[src/bdfs_map.vh]
// Constants for the boot display flash sequencer: opcodes, signature, attribute fields, timing.
// Included by the sequencer and its serial flash reader; definitions only.
`ifndef BDFS_MAP_VH
`define BDFS_MAP_VH
`define BDFS_OP_EXIT0      8'h00
`define BDFS_OP_EXIT1      8'hff
`define BDFS_OP_NOP        8'haa
`define BDFS_OP_WIDE_ON    8'hb7
`define BDFS_OP_WIDE_OFF   8'he9
`define BDFS_OP_POLL_STAT  8'h10
`define BDFS_OP_CMD_WR     8'h11
`define BDFS_OP_POLL_DATA  8'h12
`define BDFS_OP_DATA_WR    8'h13
`define BDFS_OP_LOOP_LOAD  8'h20
`define BDFS_OP_SET_FETCH_ATTRIBUTES       8'h30
`define BDFS_OP_JUMP       8'h80
`define BDFS_OP_DECREMENT_BRANCH_NONZERO       8'h81
`define BDFS_SIG           64'h6172776377627867
`define BDFS_SIG_BYTES     4'h8
`define BDFS_START_ADDR    32'h00000008
`define BDFS_DECREMENT_BRANCH_NONZERO_SKIP     32'h00000005
`define BDFS_RD_PLAIN      8'h03
`define BDFS_RD_FAST       8'h0b
`define BDFS_SET_FETCH_ATTRIBUTES_RESET    8'h30
`define BDFS_SET_FETCH_ATTRIBUTES_DIV      3:0
`define BDFS_SET_FETCH_ATTRIBUTES_MODE3    4
`define BDFS_SET_FETCH_ATTRIBUTES_CSH8     5
`define BDFS_SET_FETCH_ATTRIBUTES_DUMMY    7:6
`define BDFS_CSH_SHORT     4'h4
`define BDFS_CSH_LONG      4'h8
`define BDFS_ADDR_BITS     28
`endif

[src/bdfs_flash_reader.v]
// Serial flash byte reader: issues a read command and address, then streams bytes.
// Assumes one core clock; the flash is a plain single-data-line SPI memory.
`timescale 1ns/1ps
`include "bdfs_map.vh"
module bdfs_flash_reader (
  // Clock and reset
  input  wire        core_clk,
  input  wire        reset_n,
  // Stream control
  input  wire        start,
  input  wire        stop,
  input  wire        next,
  input  wire [31:0] addr,
  input  wire        wide,
  input  wire [7:0]  set_fetch_attributes,
  output reg         byte_vld_q,
  output reg  [7:0]  byte_q,
  output reg         busy_q,
  // Flash pins
  output reg         sclk_q,
  output reg         cs_q,
  output reg         mosi_q,
  input  wire        miso
);
  localparam ST_IDLE = 4'b0001;
  localparam ST_CMD  = 4'b0010;
  localparam ST_DATA = 4'b0100;
  localparam ST_DESL = 4'b1000;

  reg [3:0]  st_q;
  reg [3:0]  div_q;
  reg        half_q;
  reg [71:0] sh_q;
  reg [6:0]  bits_q;
  reg [2:0]  bcnt_q;
  reg [7:0]  rx_q;
  reg        hold_q;
  reg [3:0]  csh_q;

  wire        mode3   = set_fetch_attributes[`BDFS_SET_FETCH_ATTRIBUTES_MODE3];
  wire [6:0]  dummy   = {2'h0, set_fetch_attributes[`BDFS_SET_FETCH_ATTRIBUTES_DUMMY], 3'h0};
  wire [7:0]  rd_cmd  = (set_fetch_attributes[`BDFS_SET_FETCH_ATTRIBUTES_DUMMY] == 2'h0) ? `BDFS_RD_PLAIN : `BDFS_RD_FAST;
  wire [6:0]  hdr_len = 7'h8 + (wide ? 7'h20 : 7'h18) + dummy;
  wire        tick    = (div_q == set_fetch_attributes[`BDFS_SET_FETCH_ATTRIBUTES_DIV]);
  wire [3:0]  csh_min = set_fetch_attributes[`BDFS_SET_FETCH_ATTRIBUTES_CSH8] ? `BDFS_CSH_LONG : `BDFS_CSH_SHORT;

  always @(posedge core_clk or negedge reset_n) begin
    if (!reset_n) begin
      st_q <= ST_IDLE; div_q <= 4'h0; half_q <= 1'b0; sh_q <= 72'h0;
      bits_q <= 7'h0; bcnt_q <= 3'h0; rx_q <= 8'h0; hold_q <= 1'b0;
      csh_q <= 4'h0; byte_vld_q <= 1'b0; byte_q <= 8'h0; busy_q <= 1'b0;
      sclk_q <= 1'b1; cs_q <= 1'b1; mosi_q <= 1'b0;
    end else begin
      byte_vld_q <= 1'b0;
      div_q <= tick ? 4'h0 : div_q + 4'h1;
      if (next)
        hold_q <= 1'b0;
      case (st_q)
        ST_IDLE: begin
          sclk_q <= mode3;
          busy_q <= 1'b0;
          if (start) begin
            st_q <= ST_CMD; cs_q <= 1'b0; busy_q <= 1'b1; half_q <= 1'b0;
            div_q <= 4'h0; bits_q <= hdr_len; hold_q <= 1'b0;
            sh_q <= wide ? {rd_cmd, addr, 32'h0} : {rd_cmd, addr[23:0], 40'h0};
            mosi_q <= rd_cmd[7];
          end
        end
        ST_CMD, ST_DATA: begin
          if (stop) begin
            st_q <= ST_DESL; cs_q <= 1'b1; sclk_q <= mode3; csh_q <= 4'h1;
          end else if (tick && !(hold_q && st_q == ST_DATA && !sclk_q)) begin
            // Pause with the clock low so no rising edge is given before the byte is taken
            sclk_q <= ~sclk_q;
            if (!sclk_q) begin
              // Rising edge: the flash takes one header bit
              half_q <= 1'b1;
              if (st_q == ST_CMD) begin
                bits_q <= bits_q - 7'h1;
                if (bits_q == 7'h1) begin
                  st_q <= ST_DATA;
                  bcnt_q <= 3'h0;
                  half_q <= 1'b0;
                end
              end
            end else if (half_q) begin
              // Falling edge: the first one in mode 3 launches nothing; the pins run a clock
              // behind, so the bit returned after the previous pin fall is still valid here
              if (st_q == ST_CMD) begin
                sh_q <= {sh_q[70:0], 1'b0};
                mosi_q <= sh_q[70];
              end else begin
                half_q <= 1'b0;
                rx_q <= {rx_q[6:0], miso};
                bcnt_q <= bcnt_q + 3'h1;
                if (bcnt_q == 3'h7) begin
                  byte_vld_q <= 1'b1;
                  byte_q <= {rx_q[6:0], miso};
                  hold_q <= 1'b1;
                end
              end
            end
          end
        end
        ST_DESL: begin
          sclk_q <= mode3;
          csh_q <= csh_q + 4'h1;
          if (csh_q >= csh_min)
            st_q <= ST_IDLE;
        end
        default: st_q <= ST_IDLE;
      endcase
    end
  end
endmodule

[src/bdfs_sequencer.v]
// Boot display flash sequencer: signature probe, byte-coded program execution, host hand-over.
// Assumes synchronous inputs, one core clock, and a register target port for display setup.
//
// Summary of operation
// - Run only when PWM pin strapped high
// - Check eight-byte signature, then fetch from 0008h
// - Execute until exit or undefined opcode
// - 00h, FFh, undefined opcodes exit
// - AAh does nothing, fetch continues
// - 24-bit address default; B7h selects 32-bit
// - E9h restores 24-bit addressing
// - 20h loads the repeat counter
// - 30h bits 3:0 set clock divisor
// - Attribute bit 4 picks mode 0/3
// - Attribute bit 5 picks 4/8 clock deselect
// - Bits 7:6 dummies; read 03h or 0Bh
// - 10h repeats status read until match
// - 11h loads its parameter as register address
// - 12h repeats data read until match
// - 13h writes its parameter as data
// - 80h jumps to 28-bit address
// - 81h decrements and jumps unless counter zero
// - Probe both flash selects for signature
`timescale 1ns/1ps
`include "bdfs_map.vh"
module bdfs_sequencer (
  // Clock and reset
  input  wire       core_clk,
  input  wire       reset_n,
  // Strap
  input  wire       pwm0_strap,
  // Serial flash pins
  output reg        flash_sclk,
  output reg  [1:0] flash_chip_selects,
  output reg        flash_mosi,
  input  wire       flash_miso,
  // Internal register target
  output reg        reg_wr_q,
  output reg        reg_rd_q,
  output reg  [7:0] reg_addr_q,
  output reg  [7:0] reg_wdata_q,
  input  wire [7:0] reg_rdata,
  input  wire       reg_rvalid,
  input  wire [7:0] status_rdata,
  // Status
  output reg        busy_q,
  output reg        host_ctrl_q,
  output reg        sig_found_q,
  output reg        wide_addr_q,
  output reg  [7:0] loop_count_q
);
  localparam ST_STRAP = 9'b000000001;
  localparam ST_PROBE = 9'b000000010;
  localparam ST_PWAIT = 9'b000000100;
  localparam ST_FETCH = 9'b000001000;
  localparam ST_PARAM = 9'b000010000;
  localparam ST_EXEC  = 9'b000100000;
  localparam ST_POLL  = 9'b001000000;
  localparam ST_RESTA = 9'b010000000;
  localparam ST_HOST  = 9'b100000000;

  reg [8:0]  st_q;
  reg        cs_sel_q;
  reg [3:0]  nbyte_q;
  reg [63:0] sig_q;
  reg [31:0] pc_q;
  reg [31:0] op_addr_q;
  reg [7:0]  op_q;
  reg [31:0] par_q;
  reg [2:0]  need_q;
  reg [7:0]  set_fetch_attributes_q;
  reg        rd_start_q;
  reg        rd_stop_q;
  reg        rd_next_q;
  reg        poll_status_q;
  reg        poll_wait_q;

  wire       rd_vld;
  wire [7:0] rd_byte;
  wire       rd_busy;
  wire       rd_sclk;
  wire       rd_cs;
  wire       rd_mosi;

  bdfs_flash_reader u_reader (
    .core_clk   (core_clk),
    .reset_n    (reset_n),
    .start      (rd_start_q),
    .stop       (rd_stop_q),
    .next       (rd_next_q),
    .addr       (pc_q),
    .wide       (wide_addr_q),
    .set_fetch_attributes       (set_fetch_attributes_q),
    .byte_vld_q (rd_vld),
    .byte_q     (rd_byte),
    .busy_q     (rd_busy),
    .sclk_q     (rd_sclk),
    .cs_q       (rd_cs),
    .mosi_q     (rd_mosi),
    .miso       (flash_miso)
  );

  // Parameter bytes that follow each opcode; zero covers exits and undefined codes
  function [2:0] op_len;
    input [7:0] op;
    begin
      case (op)
        `BDFS_OP_POLL_STAT, `BDFS_OP_CMD_WR, `BDFS_OP_POLL_DATA,
        `BDFS_OP_DATA_WR, `BDFS_OP_LOOP_LOAD, `BDFS_OP_SET_FETCH_ATTRIBUTES: op_len = 3'h1;
        `BDFS_OP_JUMP, `BDFS_OP_DECREMENT_BRANCH_NONZERO: op_len = 3'h4;
        default: op_len = 3'h0;
      endcase
    end
  endfunction

  wire [31:0] jump_addr = {4'h0, par_q[`BDFS_ADDR_BITS-1:0]};
  wire        rd_idle   = !rd_busy && !rd_start_q;

  always @(posedge core_clk or negedge reset_n) begin
    if (!reset_n) begin
      flash_sclk <= 1'b1;
      flash_chip_selects <= 2'h3;
      flash_mosi <= 1'b0;
    end else begin
      flash_sclk <= rd_sclk;
      flash_mosi <= rd_mosi;
      flash_chip_selects <= cs_sel_q ? {rd_cs, 1'b1} : {1'b1, rd_cs};
    end
  end

  always @(posedge core_clk or negedge reset_n) begin
    if (!reset_n) begin
      st_q <= ST_STRAP;
      cs_sel_q <= 1'b0;
      nbyte_q <= 4'h0;
      sig_q <= 64'h0;
      pc_q <= 32'h0;
      op_addr_q <= 32'h0;
      op_q <= 8'h0;
      par_q <= 32'h0;
      need_q <= 3'h0;
      set_fetch_attributes_q <= `BDFS_SET_FETCH_ATTRIBUTES_RESET;
      rd_start_q <= 1'b0;
      rd_stop_q <= 1'b0;
      rd_next_q <= 1'b0;
      poll_status_q <= 1'b0;
      poll_wait_q <= 1'b0;
      reg_wr_q <= 1'b0;
      reg_rd_q <= 1'b0;
      reg_addr_q <= 8'h0;
      reg_wdata_q <= 8'h0;
      busy_q <= 1'b0;
      host_ctrl_q <= 1'b0;
      sig_found_q <= 1'b0;
      wide_addr_q <= 1'b0;
      loop_count_q <= 8'h0;
    end else begin
      rd_start_q <= 1'b0;
      rd_stop_q <= 1'b0;
      rd_next_q <= 1'b0;
      reg_wr_q <= 1'b0;
      reg_rd_q <= 1'b0;
      case (st_q)
        ST_STRAP: begin
          // Strap is sampled one clock after reset release
          if (pwm0_strap) begin
            st_q <= ST_PROBE; busy_q <= 1'b1; pc_q <= 32'h0;
            rd_start_q <= 1'b1; nbyte_q <= 4'h0;
          end else begin
            st_q <= ST_HOST; host_ctrl_q <= 1'b1;
          end
        end
        ST_PROBE: if (rd_vld) begin
          sig_q <= {sig_q[55:0], rd_byte};
          nbyte_q <= nbyte_q + 4'h1;
          if (nbyte_q == `BDFS_SIG_BYTES - 4'h1) begin
            rd_stop_q <= 1'b1;
            st_q <= ST_PWAIT;
          end else
            rd_next_q <= 1'b1;
        end
        ST_PWAIT: if (rd_idle) begin
          if (sig_q == `BDFS_SIG) begin
            sig_found_q <= 1'b1; pc_q <= `BDFS_START_ADDR;
            rd_start_q <= 1'b1; st_q <= ST_FETCH;
          end else if (!cs_sel_q) begin
            cs_sel_q <= 1'b1; pc_q <= 32'h0; nbyte_q <= 4'h0;
            rd_start_q <= 1'b1; st_q <= ST_PROBE;
          end else begin
            st_q <= ST_HOST; host_ctrl_q <= 1'b1; busy_q <= 1'b0;
          end
        end
        ST_FETCH: if (rd_vld) begin
          op_q <= rd_byte; op_addr_q <= pc_q;
          pc_q <= pc_q + 32'h1;
          need_q <= op_len(rd_byte);
          par_q <= 32'h0;
          // The byte after a complete instruction is asked for only once it can be taken,
          // since the reader hands each byte over as a single pulse
          rd_next_q <= (op_len(rd_byte) != 3'h0);
          st_q <= (op_len(rd_byte) == 3'h0) ? ST_EXEC : ST_PARAM;
        end
        ST_PARAM: if (rd_vld) begin
          par_q <= {par_q[23:0], rd_byte};
          pc_q <= pc_q + 32'h1;
          need_q <= need_q - 3'h1;
          rd_next_q <= (need_q != 3'h1);
          if (need_q == 3'h1)
            st_q <= ST_EXEC;
        end
        ST_EXEC: begin
          st_q <= ST_FETCH;
          rd_next_q <= 1'b1;
          case (op_q)
            `BDFS_OP_NOP: ;
            `BDFS_OP_WIDE_ON: begin
              wide_addr_q <= 1'b1; rd_stop_q <= 1'b1; st_q <= ST_RESTA;
            end
            `BDFS_OP_WIDE_OFF: begin
              wide_addr_q <= 1'b0; rd_stop_q <= 1'b1; st_q <= ST_RESTA;
            end
            `BDFS_OP_LOOP_LOAD: loop_count_q <= par_q[7:0];
            `BDFS_OP_SET_FETCH_ATTRIBUTES: begin
              // New mode and deselect length apply from the deselect ending this access; divisor and dummies from the next access
              set_fetch_attributes_q <= par_q[7:0];
              rd_stop_q <= 1'b1; st_q <= ST_RESTA;
            end
            `BDFS_OP_CMD_WR: reg_addr_q <= par_q[7:0];
            `BDFS_OP_DATA_WR: begin
              reg_wdata_q <= par_q[7:0]; reg_wr_q <= 1'b1;
            end
            `BDFS_OP_POLL_STAT, `BDFS_OP_POLL_DATA: begin
              poll_status_q <= (op_q == `BDFS_OP_POLL_STAT);
              poll_wait_q <= 1'b0; st_q <= ST_POLL;
              rd_next_q <= 1'b0;
            end
            `BDFS_OP_JUMP: begin
              pc_q <= jump_addr; rd_stop_q <= 1'b1; st_q <= ST_RESTA;
            end
            `BDFS_OP_DECREMENT_BRANCH_NONZERO: begin
              if (loop_count_q != 8'h0) begin
                loop_count_q <= loop_count_q - 8'h1;
                pc_q <= jump_addr; rd_stop_q <= 1'b1; st_q <= ST_RESTA;
              end else
                pc_q <= op_addr_q + `BDFS_DECREMENT_BRANCH_NONZERO_SKIP;
            end
            default: begin
              rd_stop_q <= 1'b1;
              st_q <= ST_HOST; host_ctrl_q <= 1'b1; busy_q <= 1'b0;
            end
          endcase
        end
        ST_POLL: begin
          // Status is read directly; data goes through the register port handshake
          if (poll_status_q) begin
            if (status_rdata == par_q[7:0]) begin
              st_q <= ST_FETCH;
              rd_next_q <= 1'b1;
            end
          end else if (!poll_wait_q) begin
            reg_rd_q <= 1'b1; poll_wait_q <= 1'b1;
          end else if (reg_rvalid) begin
            poll_wait_q <= 1'b0;
            if (reg_rdata == par_q[7:0]) begin
              st_q <= ST_FETCH;
              rd_next_q <= 1'b1;
            end
          end
        end
        ST_RESTA: if (rd_idle) begin
          rd_start_q <= 1'b1; st_q <= ST_FETCH;
        end
        ST_HOST: busy_q <= 1'b0;
        default: st_q <= ST_HOST;
      endcase
    end
  end
endmodule

[config.mk]
export PLATFORM = sky130hd
export DESIGN_NAME = bdfs_sequencer
export DESIGN_NICKNAME = d
export VERILOG_FILES = /design/src/bdfs_flash_reader.v /design/src/bdfs_sequencer.v
export VERILOG_INCLUDE_DIRS = /design/src
export SDC_FILE = /design/constraint.sdc
export NUM_CORES = 1
export LEC_CHECK = 0
export BUFFER_PORTS_ARGS = -buffer_cell sky130_fd_sc_hd__buf_2
export CAP_MARGIN = 0
export CORE_ASPECT_RATIO = 1.5
export CORE_UTILIZATION = 52
export DETAILED_ROUTE_END_ITERATION = 6
export PLACE_DENSITY = 0.72
export SYNTH_ARGS = -nofsm -noshare
export SYNTH_HDL_FRONTEND = slang
export SYNTH_SLANG_ARGS = --single-unit
[constraint.sdc]
create_clock -name core_clk -period 3 [get_ports core_clk]
set_input_delay 0.3 -clock core_clk [delete_from_list [all_inputs] [get_ports core_clk]]
set_output_delay 0.3 -clock core_clk [all_outputs]
set_load 0.1 [all_outputs]
==> run summary, run 1 <==
Layout Skew - 34.6 ps
Critical path required time - 3460 ps
Synthesized area per cell - 10.3 µm²
Detailed Routing Iterations Pass 1 - 6
Final Hold Vio Count - 0
Leak - 7.97 nW
CTS clk-pin slew, worst paths - 70 ps
# diodes - 0
Hold Crit Class - in2reg
H-Tree Depth - 1
Maxcap violations - 0
Initial Utilization - 53.1%
Site Rows - 77
Total Routed Length - 40,300 µm
Port Buffers - 54
Post-CTS Resized - 0
Clk buf depth - 3
FILL cells - 2,455
Number of enable flip-flop cells after synthesis - 0
Via-to-Cell Ratio - 6.11
Utilization after layout - 59.7%
Tcrit/Tclk final - 96.0%
WL/cell - 20.3 µm
RSZ-0062 raised after global routing - no
Endpoints failing setup - 0
Post-route DRC - 0
Yosys reg bits - 311
Tightest Pin Transition - 1180 ps
Placed Area - 0.0166 mm²
Layout cells sized above 1 - 21.1%
Half-perimeter wire length after detailed placement - 28,100 µm
Synth Warn # - 0
CTS buffer count - 30
Global-route wire length before repair - 65,200 µm
Share of synthesized flip-flops with an asynchronous set or reset - 100%
Area of the die - 0.0309 mm²
Num ports - 55
Final instance area - 0.0176 mm²
Initial DRC Count - 999
Dominant synthesized flop cell - dfrtp_1
Largest net degree at the start of global routing - 80
DR vias - 12.1k
Area grow syn2layout - 12.3%
Worst hold slack - 77.2 ps
Final Non-Filler Cells - 1,987
Final ANT Viol Nets - 0
Accumulated negative setup slack - 0 ps
Initial antenna violation count - 0
CP Launch Type - register
Gr usage total - 27.0%
Worst Path Arrival - 3340 ps
Die Y - 215 µm
Die width - 144 µm
Vias in the first global route - 12.2k
Rel. slew slack - 20.4%
Yosys cell types - 78
Post-Synthesis Cells - 1,523
Routability congestion estimate - 0.907
Core ar. - 0.0296 mm²
Fmax - 0.347 GHz
Clock Latency Late Sink - 600 ps
CTS tree - done
Syn Nets - 1,564
Power per cell area - 564 mW/mm²
CP Capture Type - register
DP Cell Count - 1,931
R2r setup slk - 120 ps
Postcts setup bufs - 0
Pins Over Slew Limit - 0
Mapped Area - 0.0157 mm²
Outcome - completed
Sequential share of the synthesized area - 49.6%
Clk root buf - clkbuf_16
Crit Path Max Fanout - 6
Fin nets - 1,611
Final min period - 2880 ps
Total gr overflow - 0
Clock sink total - 311
Max VDD drop - 0.573 mV
Crit path kind - reg2reg
[critical path: stages (launching register included)]
cell	delay [ps]
dfrtp_1	490
xnor2_1	200
nand4_1	140
o311ai_0	980
nand4b_1	520
mux2_2	410
[cells in the mapped netlist, types with 11 or more instances]
cell type	instances	area share [%]
clkbuf_1	74	1.8
nor2_1	72	1.7
a21oi_1	47	1.5
o2bb2ai_1	17	0.95
nand2_1	167	4.0
dfrtp_1	302	48
nor3_1	37	1.2
nand2b_1	12	0.48
ha_1	20	1.6
xnor2_1	34	1.9
a22o_1	41	2.3
nor4_1	24	0.96
nand4_1	32	1.3
buf_2	13	0.41
o211ai_1	12	0.57
nor4bb_1	11	0.70
inv_1	43	1.0
or3_1	13	0.52
o31ai_1	11	0.53
and3_1	16	0.64
nand3_1	47	1.5
xor2_1	23	1.3
mux2_2	139	10
o22ai_1	12	0.48
mux2i_1	22	1.4
o21ai_0	140	4.5
[path summary, 6_finish.rpt]
| path | startpoint | end | cells past startpoint |
|---|---|---|---|
| min in group asynchronous | reset_n | u_reader.sh_q[59] | 2 |
| min reg2reg | u_reader.mosi_q | flash_mosi | 0 |
| max in group asynchronous | reset_n | flash_chip_selects[0] | 3 |
| min | reg_rvalid | poll_wait_q | 3 |
| max | par_q[3] | st_q[1] | 5 |
| max reg2reg | par_q[3] | st_q[1] | 5 |
[through the flow]
| step | worst slack, ps | power, mW |
|---|---|---|
| CTS | 185 | 10.0 |
| detailed placement | 222 | 6.14 |
| finish | 121 | 9.96 |
| global placement | 168 | 6.11 |
| floorplan | 242 | 5.69 |
| global route | 112 | 10.4 |
[layout by cell type, fill, tap and decap left out, types with 7 or more instances in the layout]
master,netlist,final
xor2_1,23,23
buf_2,13,53
nor4_1,24,24
clkinv_2,0,7
clkbuf_16,0,30
nor3_1,37,37
or3_1,13,13
xnor2_1,34,34
buf_12,0,8
nor2_1,72,71
dfrtp_1,302,302
o211ai_1,12,12
mux2_2,139,139
o22ai_1,12,12
and3_1,16,16
nand4_1,32,32
dfstp_2,9,9
nor4bb_1,11,11
nand3_1,47,47
a22o_1,41,41
o31ai_1,11,11
a21oi_1,47,47
o2bb2ai_1,17,17
inv_1,43,43
mux2i_1,22,22
o21ai_0,140,140
ha_1,20,20
and4b_1,7,7
nor4b_1,9,9
nand2b_1,12,12
buf_4,3,47
or4_1,7,7
nand2_1,167,166
[metal layers]
metal | track usage [%] | part of all wire (%)
met1 | 33.0 | 39
met3 | 3.10 | 4.5
met2 | 46.4 | 51
met4 | 13.5 | 4.8
met5 | 0 | 0
[sequential cells by signal (all words and copies together) (netlist names), 7 cells and up]
name,flops
loop_count_q,8
op_addr_q,32
op_q,8
par_q,28
pc_q,32
reg_addr_q,8
reg_wdata_q,8
set_fetch_attributes_q,8
sig_q,64
st_q,9
u_reader.bits_q,7
u_reader.byte_q,8
u_reader.rx_q,7
u_reader.sh_q,39
[timing repair]
item | 4_1_cts | 5_1_grt
setup endpoints to repair | 0 | 0
hold buffers | 2 | 0
hold endpoints to repair | 70 | 0
[layout make-up]
class | instances | area [µm²] | area share, %
clock inverter | 16 | 194 | 1.10
tap | 395 | 494 | 2.80
inverter | 43 | 161 | 0.915
clock buffer | 38 | 821 | 4.65
timing repair buffer | 111 | 813 | 4.61
multi-input combinational | 1073 | 7370 | 41.7
sequential | 311 | 7790 | 44.2
[power breakdown]
part           internal [mW]  leakage [nW]  switching, mW  total (mW)
registers               4.44          4.27          0.225        4.66
clock network           2.20         0.489           1.68        3.88
logic                  0.460          3.21          0.950        1.41
[kinds of logic (layout without fill, tap and decap cells)]
family / count (synthesis) / after routing / share of synthesized area, %
AO/OA/AOI/OAI: 334 / 334 / 13.8
XOR/XNOR: 57 / 57 / 3.18
other: 1 / 1 / 0.0239
multiplexers: 161 / 161 / 11.4
flip-flops: 311 / 311 / 49.6
AND/OR/NAND/NOR: 500 / 500 / 16.9
buffers and inverters: 139 / 208 / 3.60
adder cells (fa/ha/maj): 20 / 20 / 1.59
Power figures use the tool's default switching activity.
==> run 2: changes to the inputs <==
--- a/config.mk
+++ b/config.mk
@@ -9,6 +9,7 @@
 export BUFFER_PORTS_ARGS = -buffer_cell sky130_fd_sc_hd__buf_2
 export CAP_MARGIN = 0
 export CORE_ASPECT_RATIO = 1.5
+export CORE_MARGIN = 4
 export CORE_UTILIZATION = 52
 export DETAILED_ROUTE_END_ITERATION = 6
 export PLACE_DENSITY = 0.72
==> run summary, run 2 (synthesis results as in run 1) <==
FILL cells - 2,481 (+1.1%)
Detailed Routing Iterations Pass 1 - 7 (+1)
Biggest register - sig_q
Commonest non-fill, non-tap cell in the layout - dfrtp_1
Routability congestion estimate - 0.974 (+7.4%)
Pins Over Slew Limit - 0 (unchanged)
Initial antenna violation count - 0 (unchanged)
Fin nets - 1,621 (+0.62%)
Via-to-Cell Ratio - 6.13 (+0.43%)
Final min period - 2820 ps (-59.5 ps)
Tightest Pin Transition - 895 ps (-284 ps)
Die Y - 221 µm (+2.8%)
Worst Hold Endpoint - u_reader.rx_q[0]
CTS clk-pin slew, worst paths - 60 ps (about the same)
Gr usage total - 25.1% (-1.8 points)
Core ar. - 0.0297 mm² (+0.33%)
Final Hold Vio Count - 0 (unchanged)
Most frequent cells in the layout - 302 x dfrtp_1, 166 x nand2_1, 140 x o21ai_0
Worst hold slack - 11.5 ps (-65.7 ps)
Layout cells sized above 1 - 21.9% (+0.76 points)
Post-route DRC - 15 (+15)
Clk buf depth - 3 (unchanged)
Top flop regs - sig_q x64, u_reader.sh_q x39
Final WS setup - 181 ps (+59.5 ps)
CP Launch Type - register
Final Total Pwr - 10.5 mW (+5.5%)
Final ANT Viol Nets - 0 (unchanged)
Maxcap violations - 0 (unchanged)
Hold Crit Depth - 2 (-1)
R2r setup slk - 180 ps (+60 ps)
Initial Utilization - 53.0% (-0.17 points)
Total gr overflow - 0 (unchanged)
Crit path kind - reg2reg
Postcts setup bufs - 0 (unchanged)
Die width - 150 µm (+4.2%)
Outcome - complete, but fails checks
RSZ-0062 raised after global routing - no
Largest net degree at the start of global routing - 68 (-15%)
Max VDD drop - 0.603 mV (+5.3%)
Area grow syn2layout - 13.6%
Critical path required time - 3400 ps (-60 ps)
CP Capture Type - register
Global-route wire length before repair - 67,400 µm (+3.4%)
Clock sink total - 311 (unchanged)
Hold Crit Class - in2reg
# diodes - 0 (unchanged)
DR vias - 12.3k (+1.1%)
Footprint of the multi-input gates - 0.00737 mm² (unchanged)
Worst R2R Start - st_q[4]
Initial DRC Count - 860 (-14%)
Crit Path Max Fanout - 7 (+1)
Dpl ws - 191 ps (-31.2 ps)
WL/cell - 20.6 µm (+1.7%)
CTS buffer count - 34 (+13%)
Clk root buf - clkbuf_16
Rel. slew slack - 39.8% (+19 points)
Worst Hold Launch - flash_miso
Vias in the first global route - 12.5k (+2.8%)
Total Routed Length - 41,200 µm (+2.3%)
H-Tree Depth - 2 (+1)
Fmax - 0.355 GHz (+2.1%)
Register area - 0.00779 mm² (unchanged)
R2R Path End - st_q[3]
Site Rows - 77 (unchanged)
Clock Latency Late Sink - 540 ps (-60 ps)
Half-perimeter wire length after detailed placement - 29,000 µm (+3.2%)
Worst Path Arrival - 3220 ps (-120 ps)
R2R depth - 5 (unchanged)
Port Buffers - 54 (unchanged)
CTS tree - done
Power per cell area - 589 mW/mm² (+4.3%)
Max reg flops - 64 (unchanged)
Area of the die - 0.0331 mm² (+7.1%)
Accumulated negative setup slack - 0 ps (unchanged)
Layout Skew - 25.1 ps (-9.50 ps)
Num ports - 55 (unchanged)
Endpoints failing setup - 0 (unchanged)
Tcrit/Tclk final - 94.0% (-2.0 points)
Failing checks - design-rule violations
Leak - 8.09 nW (+1.5%)
-- run 2: timing repair --
| item | CTS | global route |
|---|---|---|
| hold buffers | 1 | 0 |
| resized for setup | 0 | 0 |
| hold endpoints to repair | 58 | 0 |
-- run 2: metrics by stage --
step	util, %	std cells	area (µm²)
finish	60.1	2000	17800
global route	60.1	2000	17800
CTS	60.1	2000	17800
detailed placement	56.1	1938	16600
global placement	56.1	1938	16600
floorplan	-	1523	15700
-- run 2: worst max-delay path, stage by stage (launching register included) --
cell	delay, ps
dfrtp_1	480
nor4_1	770
and4b_1	420
o311ai_0	290
nand4b_1	350
mux2_2	380
-- run 2: how the worst max path moves through the flow --
stage               startpoint        to  slack [ps]  depth (start not counted)
5_1_grt              sig_q[63]  pc_q[19]          10                          7
3_5_place_dp         sig_q[63]  pc_q[24]         190                          7
6_report               st_q[4]   st_q[3]         180                          5
3_3_place_gp         sig_q[10]  pc_q[29]         270                          7
4_1_cts              sig_q[63]  pc_q[24]         160                          7
2_1_floorplan  loop_count_q[0]   pc_q[3]         240                          9
-- run 2: layout make-up --
| type | instances | share of cell area, % |
|---|---|---|
| Multi-Input combinational cell | 1073 | 41.3 |
| Inverter | 43 | 0.904 |
| Timing Repair Buffer | 117 | 4.72 |
| Clock buffer | 44 | 5.43 |
| Tap cell | 395 | 2.77 |
| Sequential cell | 311 | 43.7 |
| Clock inverter | 17 | 1.23 |
-- run 2: metal layers --
metal,GRT usage (%),vias to the layer above,part of all wire (%)
met3,3.56,122,4.6
li1,-,5657,-
met5,0,-,0
met2,44.8,386,53
met4,11.0,0,4.4
met1,29.8,6100,38
-- run 2: power breakdown --
part / switching (mW) / total, mW / internal, mW
Sequential: 0.220 / 4.66 / 4.44
Combinational: 0.950 / 1.42 / 0.473
Clock: 1.77 / 4.42 / 2.65
Total: 2.94 / 10.5 / 7.56
